**config.mk**
```make
export PLATFORM = sky130hd
export DESIGN_NAME = wwd_top
export DESIGN_NICKNAME = d
export VERILOG_FILES = /design/src/hw/wwd_tick.v /design/src/hw/wwd_sync.v /design/src/hw/wwd_top.v
export VERILOG_INCLUDE_DIRS = /design/src /design/src/hw
export SDC_FILE = /design/constraint.sdc
export NUM_CORES = 1
export LEC_CHECK = 0
export BUFFER_PORTS_ARGS = -buffer_cell sky130_fd_sc_hd__buf_4
export CORE_AREA = 2 2 97 99
export DETAILED_ROUTE_END_ITERATION = 16
export DIE_AREA = 0 0 99 101
export PLACE_DENSITY = 0.93
export SLEW_MARGIN = 40
export SYNTH_ARGS = -nofsm -noshare
export SYNTH_HDL_FRONTEND = slang
export SYNTH_HIERARCHICAL = 1
export SYNTH_SLANG_ARGS = --single-unit
```
**constraint.sdc**
```tcl
create_clock -name aclk -period 6.8 [get_ports aclk]
set_clock_uncertainty 0.1 [all_clocks]
set_input_delay 0 -clock aclk [delete_from_list [all_inputs] [get_ports aclk]]
set_output_delay 0 -clock aclk [all_outputs]
set_load 0.05 [all_outputs]
```
**src/hw/wwd_regs.vh**
```
// Register map, field positions, reset values and timing counts of the windowed watchdog
`ifndef WWD_REGS_VH
`define WWD_REGS_VH

// Register indices; byte address is four times the index
`define WWD_CTRL_IDX 4'h0
`define WWD_STATUS_IDX 4'h1
`define WWD_UNLOCK_IDX 4'h2

// Control fields
`define WWD_WIN_MSB 7
`define WWD_WIN_LSB 4
`define WWD_PER_MSB 3
`define WWD_PER_LSB 0
`define WWD_CODE_MAX 4'hb

// Status fields
`define WWD_LOCK_BIT 7
`define WWD_BUSY_BIT 0

// Reset values
`define WWD_CTRL_RST 8'h00
`define WWD_STATUS_RST 8'h00

// Timed unlock key and how many bus accesses it stays armed
`define WWD_UNLOCK_KEY 8'hc5
`define WWD_UNLOCK_ACCESSES 3'd4

// Timing: system clock, watchdog clock, crossing length in watchdog clocks
`define WWD_CLK_HZ 10000000
`define WWD_WD_HZ 1000
`define WWD_TICK_DIV (`WWD_CLK_HZ / `WWD_WD_HZ)
`define WWD_SYNC_TICKS 2'd2

// AXI responses
`define WWD_RESP_OKAY 2'b00
`define WWD_RESP_SLVERR 2'b10

`endif

```
**src/hw/wwd_tick.v**
```verilog
// Divider making the one-cycle watchdog clock enable from the system clock
`timescale 1ns/1ns
module wwd_tick #(
    parameter DIV = 10000
) (
    input wire aclk,
    input wire aresetn,
    output reg tick_q
);
    reg [15:0] cnt_q;

    always @(posedge aclk)
    begin
        if (!aresetn)
        begin
            cnt_q <= 16'h0000;
            tick_q <= 1'b0;
        end
        else if (cnt_q == DIV[15:0] - 16'h0001)
        begin
            cnt_q <= 16'h0000;
            tick_q <= 1'b1;
        end
        else
        begin
            cnt_q <= cnt_q + 16'h0001;
            tick_q <= 1'b0;
        end
    end
endmodule

```
**src/hw/wwd_sync.v**
```verilog
// Carries a request into the watchdog time base, busy for one to two watchdog clocks
`timescale 1ns/1ns
`include "wwd_regs.vh"
module wwd_sync (
    input wire aclk,
    input wire aresetn,
    input wire tick,
    input wire start,
    output reg busy_q,
    output reg done_q
);
    reg [1:0] ticks_q;

    always @(posedge aclk)
    begin
        if (!aresetn)
        begin
            busy_q <= 1'b0;
            done_q <= 1'b0;
            ticks_q <= 2'd0;
        end
        else
        begin
            done_q <= 1'b0;
            if (!busy_q)
            begin
                if (start)
                begin
                    busy_q <= 1'b1;
                    ticks_q <= 2'd0;
                end
            end
            else if (tick)
            begin
                if (ticks_q == `WWD_SYNC_TICKS - 2'd1)
                begin
                    busy_q <= 1'b0;
                    done_q <= 1'b1;
                end
                else
                begin
                    ticks_q <= ticks_q + 2'd1;
                end
            end
        end
    end
endmodule

```
**src/hw/wwd_top.v**
```verilog
// Windowed watchdog: AXI4-Lite registers, lock, timed unlock and window timing
`timescale 1ns/1ns
`include "wwd_regs.vh"
// Functional notes
// - Nonzero upper field selects window operation
// - Upper code sets closed window, 8 doubling
// - Nonzero lower field enables the watchdog
// - Lower code sets timeout, 8 doubling
// - Lower code sets open window length
// - Lock makes control fields read-only
// - Lock bit is set by software writes or at boot by a nonzero fuse period
// - Lock clears only in debug mode
// - Nonzero boot period sets lock automatically
// - Control write raises cross-domain pending
// - Pending clears itself; read-only to software
// - Lock written only after timed unlock
// - Pending flag ignores timed unlock
// - Control reset value comes from fuse
// - Kick in closed window resets system
module wwd_top #(
    parameter TICK_DIV = `WWD_TICK_DIV
) (
    input wire aclk,
    input wire aresetn,
    input wire [5:0] s_axi_awaddr,
    input wire s_axi_awvalid,
    output wire s_axi_awready,
    input wire [31:0] s_axi_wdata,
    input wire [3:0] s_axi_wstrb,
    input wire s_axi_wvalid,
    output wire s_axi_wready,
    output reg [1:0] s_axi_bresp,
    output reg s_axi_bvalid,
    input wire s_axi_bready,
    input wire [5:0] s_axi_araddr,
    input wire s_axi_arvalid,
    output wire s_axi_arready,
    output reg [31:0] s_axi_rdata,
    output reg [1:0] s_axi_rresp,
    output reg s_axi_rvalid,
    input wire s_axi_rready,
    input wire [7:0] boot_config_fuse,
    input wire boot_done,
    input wire debug_halt,
    input wire kick_instruction,
    output reg system_reset_q,
    output wire watchdog_enabled
);
    localparam PH_OPEN = 1'b0;
    localparam PH_CLOSED = 1'b1;

    // Length in watchdog clocks of a period code, minus one
    function [13:0] wwd_len;
        input [3:0] code;
        begin
            if (code == 4'h0 || code > `WWD_CODE_MAX)
                wwd_len = 14'h1fff;
            else
                wwd_len = (14'h0008 << (code - 4'h1)) - 14'h0001;
        end
    endfunction

    reg [7:0] ctrl_q;
    reg lock_q;
    reg booted_q;
    reg [2:0] armed_q;
    reg aw_held_q;
    reg w_held_q;
    reg [3:0] aw_idx_q;
    reg [7:0] wdata_q;
    reg wstrb0_q;
    reg [7:0] wctl_q;
    reg phase_q;
    reg first_q;
    reg [13:0] cnt_q;
    reg ctrl_start;
    wire tick;
    wire ctrl_busy;
    wire ctrl_done;
    wire kick_done;
    wire wr_go;
    wire rd_go;
    wire wr_ctrl;
    wire wr_lock;
    wire [3:0] ar_idx;
    wire [3:0] win_code;
    wire [3:0] per_code;

    wwd_tick #(
        .DIV(TICK_DIV)
    ) u_tick (
        .aclk(aclk),
        .aresetn(aresetn),
        .tick_q(tick)
    );

    wwd_sync u_ctrl_sync (
        .aclk(aclk),
        .aresetn(aresetn),
        .tick(tick),
        .start(ctrl_start),
        .busy_q(ctrl_busy),
        .done_q(ctrl_done)
    );

    wwd_sync u_kick_sync (
        .aclk(aclk),
        .aresetn(aresetn),
        .tick(tick),
        .start(kick_instruction),
        .busy_q(),
        .done_q(kick_done)
    );

    // Write channels are taken independently and held until the response
    assign s_axi_awready = !aw_held_q && !s_axi_bvalid;
    assign s_axi_wready = !w_held_q && !s_axi_bvalid;
    assign wr_go = aw_held_q && w_held_q && !s_axi_bvalid;
    assign s_axi_arready = !s_axi_rvalid;
    assign rd_go = s_axi_arvalid && s_axi_arready;
    assign ar_idx = s_axi_araddr[5:2];

    assign wr_ctrl = wr_go && wstrb0_q && aw_idx_q == `WWD_CTRL_IDX
        && armed_q != 3'd0 && !lock_q;
    // only a one sets the lock
    assign wr_lock = wr_go && wstrb0_q && aw_idx_q == `WWD_STATUS_IDX
        && armed_q != 3'd0 && wdata_q[`WWD_LOCK_BIT];

    always @(posedge aclk)
    begin
        if (!aresetn)
        begin
            aw_held_q <= 1'b0;
            w_held_q <= 1'b0;
            aw_idx_q <= 4'h0;
            wdata_q <= 8'h00;
            wstrb0_q <= 1'b0;
            s_axi_bvalid <= 1'b0;
            s_axi_bresp <= `WWD_RESP_OKAY;
        end
        else
        begin
            if (s_axi_awvalid && s_axi_awready)
            begin
                aw_held_q <= 1'b1;
                aw_idx_q <= s_axi_awaddr[5:2];
            end
            if (s_axi_wvalid && s_axi_wready)
            begin
                w_held_q <= 1'b1;
                wdata_q <= s_axi_wdata[7:0];
                wstrb0_q <= s_axi_wstrb[0];
            end
            if (wr_go)
            begin
                aw_held_q <= 1'b0;
                w_held_q <= 1'b0;
                s_axi_bvalid <= 1'b1;
                if (aw_idx_q == `WWD_CTRL_IDX || aw_idx_q == `WWD_STATUS_IDX
                    || aw_idx_q == `WWD_UNLOCK_IDX)
                    s_axi_bresp <= `WWD_RESP_OKAY;
                else
                    s_axi_bresp <= `WWD_RESP_SLVERR;
            end
            else if (s_axi_bready)
            begin
                s_axi_bvalid <= 1'b0;
            end
        end
    end

    // Read path; status shows lock and the crossing flag
    always @(posedge aclk)
    begin
        if (!aresetn)
        begin
            s_axi_rvalid <= 1'b0;
            s_axi_rdata <= 32'h00000000;
            s_axi_rresp <= `WWD_RESP_OKAY;
        end
        else if (rd_go)
        begin
            s_axi_rvalid <= 1'b1;
            s_axi_rresp <= `WWD_RESP_OKAY;
            if (ar_idx == `WWD_CTRL_IDX)
                s_axi_rdata <= {24'h000000, ctrl_q};
            else if (ar_idx == `WWD_STATUS_IDX)
                s_axi_rdata <= {24'h000000, lock_q, 6'b000000, ctrl_busy};
            else if (ar_idx == `WWD_UNLOCK_IDX)
                s_axi_rdata <= 32'h00000000;
            else
            begin
                s_axi_rdata <= 32'h00000000;
                s_axi_rresp <= `WWD_RESP_SLVERR;
            end
        end
        else if (s_axi_rready)
        begin
            s_axi_rvalid <= 1'b0;
        end
    end

    // Timed unlock stays armed for the next few bus accesses
    always @(posedge aclk)
    begin
        if (!aresetn)
            armed_q <= 3'd0;
        else if (wr_go && wstrb0_q && aw_idx_q == `WWD_UNLOCK_IDX
            && wdata_q == `WWD_UNLOCK_KEY)
            armed_q <= `WWD_UNLOCK_ACCESSES;
        else if (wr_ctrl || wr_lock)
            armed_q <= 3'd0;
        else if ((wr_go || rd_go) && armed_q != 3'd0)
            armed_q <= armed_q - 3'd1;
    end

    // Control, lock and boot loading
    always @(posedge aclk)
    begin
        if (!aresetn)
        begin
            ctrl_q <= `WWD_CTRL_RST;
            lock_q <= |(`WWD_STATUS_RST & (8'h01 << `WWD_LOCK_BIT));
            booted_q <= 1'b0;
            ctrl_start <= 1'b0;
        end
        else
        begin
            ctrl_start <= 1'b0;
            if (!booted_q)
            begin
                if (boot_done)
                begin
                    booted_q <= 1'b1;
                    ctrl_q <= boot_config_fuse;
                    ctrl_start <= 1'b1;
                    lock_q <= boot_config_fuse[`WWD_PER_MSB:`WWD_PER_LSB] != 4'h0;
                end
            end
            else
            begin
                if (wr_ctrl)
                begin
                    ctrl_q <= wdata_q;
                    ctrl_start <= 1'b1;
                end
                if (debug_halt)
                    lock_q <= 1'b0;
                else if (wr_lock)
                    lock_q <= 1'b1;
            end
        end
    end

    assign win_code = wctl_q[`WWD_WIN_MSB:`WWD_WIN_LSB];
    assign per_code = wctl_q[`WWD_PER_MSB:`WWD_PER_LSB];
    assign watchdog_enabled = per_code != 4'h0;

    // Watchdog time base, advanced by the watchdog clock enable
    always @(posedge aclk)
    begin
        if (!aresetn)
        begin
            wctl_q <= `WWD_CTRL_RST;
            phase_q <= PH_OPEN;
            first_q <= 1'b1;
            cnt_q <= 14'h0000;
            system_reset_q <= 1'b0;
        end
        else
        begin
            system_reset_q <= 1'b0;
            if (ctrl_done)
            begin
                wctl_q <= ctrl_q;
                if (ctrl_q[`WWD_WIN_MSB:`WWD_WIN_LSB] != 4'h0 && win_code == 4'h0)
                begin
                    first_q <= 1'b1;
                    phase_q <= PH_OPEN;
                end
            end
            if (!watchdog_enabled || debug_halt)
            begin
                cnt_q <= 14'h0000;
                phase_q <= PH_OPEN;
                if (debug_halt)
                    first_q <= 1'b1;
            end
            else if (kick_done)
            begin
                if (phase_q == PH_CLOSED && win_code != 4'h0)
                    system_reset_q <= 1'b1;
                cnt_q <= 14'h0000;
                first_q <= 1'b0;
                phase_q <= (win_code != 4'h0) ? PH_CLOSED : PH_OPEN;
            end
            else if (tick)
            begin
                if (phase_q == PH_CLOSED && (win_code == 4'h0 || cnt_q >= wwd_len(win_code)))
                begin
                    phase_q <= PH_OPEN;
                    cnt_q <= 14'h0000;
                end
                else if (phase_q == PH_OPEN && cnt_q >= wwd_len(per_code))
                begin
                    system_reset_q <= 1'b1;
                    cnt_q <= 14'h0000;
                    phase_q <= (win_code != 4'h0 && !first_q) ? PH_CLOSED : PH_OPEN;
                end
                else
                begin
                    cnt_q <= cnt_q + 14'h0001;
                end
            end
        end
    end
endmodule

```
==> run metrics <==
CTS root buffer=clkbuf_8; Crit. End Element=flop; Post-synth EDFFs=0; Pre-antenna DRT Iters=6; status=finished clean; period utilisation layout=59.6%; Hold Path Class=input pin to flop; worst skew pair latency=approximately 0.37 ns; Net Sw Frac=between 30% and 40%; Initial Util=58.6%; worst reg-to-reg path cell count=15; final net count=778; f_max=roughly 0.25 GHz; Avg WL per Cell=17.7 um; Yosys cell types=66; clk buf depth=2; placed inst area=around 0.0056 sq mm; max_cap viols=0; Flop pwr share=between 50% and 60%; Hold Path Sink=s_axi_rdata[6]; unrepaired setup endpoints after global routing=false; IO Pins=109; largest net degree at the start of global routing=62; P&R area growth vs syn=15.6%; Pleak=2.47 nW; tightest hold margin=0.0153 ns; CTS sink cnt=91; Sw Pwr=0.000363 W; synthesized area=0.00527 sq mm; min-delay src=s_axi_araddr[2]; CP arrival=4.19 ns; first-pass GRT wire length=22.9 mm; # DRC=0; setup tns final=0 ns; Core ar.=0.00898 sq mm; # rows=35; clock share of power=32.7%; startpoint types=flop; Post-DP HPWL=8.44 mm; DRT iter0 DRCs=around 480; Max VDD drop=0.000184 V; CTS tree=yes; vias per inst=between 6 and 7; FF-to-FF setup slack=2.75 ns; post-cts gate resize count=0; GRT Total Usage=between 20% and 30%; #FFs+latches synth=91; PwrDens=188 mW/mm^2; total routed wirelength=around 14 mm; max_slew headroom=46.8%; TritonCTS Buffers=9; Final min period=4.05 ns; Post-DRT Antenna Nets=0; Crit Path Class=flop to flop; internal power=0.000781 W; ant diodes=0; RR Startpoint=wctl_q[7]; Worst R2R End=cnt_q[9]; yosys warns=6; port bufs=51; Final Max Slew Viols=0; Avg Cell Area, Syn=8.55 sq um; DIE WIDTH=roughly 100 um; H-tree depth=3; total gr overflow=0; share of cells above drive strength 1=13.0%; die height=101 um; Seq/Total Area, Yosys=between 30% and 40%; Final Wtd Congestion=0.870; Worst-path clk slew=about 0.1 ns; final count of hold timing violations=0; CP Data Required Time=6.93 ns; final instance area=0.00609 sq mm; Synth Flop Type=dfxtp_1; Critical Path Fanout Max=18; DIE AREA=0.0100 sq mm; antenna violations before repair=0; Vias=4,824; Final setup viols=0; Post-Synthesis Cells=616; asr flop ratio synth=0%; worst-margin pin slew=0.796 ns; vias in the first global route=between 4,000 and 5,000; Comb pwr share=16.4%; Hold Path Depth=4
[power groups by stage]
stage	sequential [W]	combinational, W	clock, W
after floorplan	0.000588	0.000132	0
after global placement	0.000588	0.000153	0
after detailed placement	0.000590	0.000161	0
after CTS	0.000578	0.000177	0.000365
after global routing	0.000583	0.000200	0.000391
final	0.000582	0.000188	0.000374
[placed cells by master (no fill, tap or decap), types with 26 or more instances in the layout]
| master | netlist | final |
|---|---|---|
| conb_1 | 1 | 26 |
| mux2i_1 | 31 | 31 |
| nor3_1 | 30 | 29 |
| dfxtp_1 | 91 | 91 |
| nor2b_1 | 39 | 38 |
| buf_4 | 27 | 52 |
| nand2_1 | 47 | 47 |
| nor2_1 | 52 | 52 |
| dlygate4sd3_1 | 0 | 32 |
| ha_1 | 30 | 30 |
[cell usage after synthesis (all sizes together) (2+ instances only)]
cell	count	area share, %
clkbuf	21	1.5
a22oi	7	1.0
or3	4	0.48
a221oi	3	0.62
a2111oi	3	0.50
o211a	11	2.1
nand4	13	1.5
buf	34	4.8
a211oi	4	0.57
mux2i	31	5.9
nor4b	2	0.33
nor2	52	3.7
xor2	9	1.5
a21o	4	0.57
a21oi	25	2.5
a21boi	2	0.29
nand2b	7	0.83
o22ai	4	0.48
nand3b	3	0.50
nand3	17	1.8
nor3	30	2.9
o32ai	3	0.78
o21a	5	0.71
a31oi	4	0.48
o21ai	23	2.2
and2	3	0.36
o21bai	2	0.29
and3	7	0.86
nor4	7	0.95
xnor2	23	3.8
or4	5	0.86
nand2	48	3.6
ha	30	7.1
inv	25	1.8
nor2b	39	4.6
dfxtp	91	35
or3b	2	0.33
[critical path: stages (launching register included)]
cell and delay (ns):
dfxtp_1 0.71, nor2_1 0.13, and3_1 0.23, inv_1 0.06, ha_1 0.28, inv_1 0.14, a21oi_1 0.21, a21oi_1 0.10
o22ai_1 0.22, ha_1 0.19, nand2_1 0.05, a2111oi_0 0.43, o21ai_0 0.28, a221oi_2 0.41, buf_2 0.29, nor3_1 0.08
[state kept, by name (all words and copies together), names as in the netlist, 2 cells and up]
register             count
s_axi_rdata              8
cnt_q                   14
aw_idx_q                 4
u_ctrl_sync/ticks_q      2
u_kick_sync/ticks_q      2
wdata_q                  8
ctrl_q                   8
wctl_q                   8
armed_q                  3
u_tick/cnt_q            16
[layer usage]
metal / track usage (%) / routed length [um] / up-vias
met3: 5.27 / 677 / 70
met5: 0 / 0 / -
li1: - / - / 2248
met1: 30.4 / 5450 / 2275
met4: 15.1 / 701 / 0
met2: 53.0 / 7310 / 231
[cells by family (layout without fill, tap and decap cells)]
family	count (synthesis)	after routing	synth area share (%)
fa+ha+maj	30	30	7.13
compound gates	107	107	14.6
xor+xnor	32	32	5.32
mux	31	31	5.89
simple gates	244	244	24.4
buf+inv	80	126	8.03
other cells	1	26	0.0712
flops	91	91	34.6
[how the worst max path moves through the flow]
stage / startpoint / to / cells after the start
final: wctl_q[7] / cnt_q[9] / 15
after global routing: wctl_q[2] / cnt_q[0] / 15
after CTS: wctl_q[3] / cnt_q[8] / 14
after detailed placement: wctl_q[2] / cnt_q[8] / 14
after global placement: wctl_q[3] / cnt_q[0] / 14
after floorplan: wctl_q[4] / cnt_q[0] / 17
[cell type report]
cell class / count / area, sq um
timing repair buffer: 85 / 716
multi-input combinational: 470 / 3120
inverter: 25 / 93.8
clock inverter: 6 / 56.3
sequential: 91 / 1820
fill: 636 / 2890
clock buffer: 10 / 138
tap: 111 / 139
[stage by stage]
step	cells	util, %	setup slack [ns]	total power (W)
2_1_floorplan	641	-	3.35	0.000720
3_5_place_dp	748	61.9	2.60	0.000751
5_1_grt	798	67.8	2.26	0.00117
4_1_cts	796	67.6	2.59	0.00112
6_report	798	67.8	2.75	0.00114
3_3_place_gp	748	61.8	2.77	0.000740
[repair_timing]
action | 4_1_cts | 5_1_grt
buffers inserted | 0 | 0
hold endpoints to repair | 33 | 0
hold buffers | 32 | 0
Note: power is estimated with default switching activity, not from simulation.
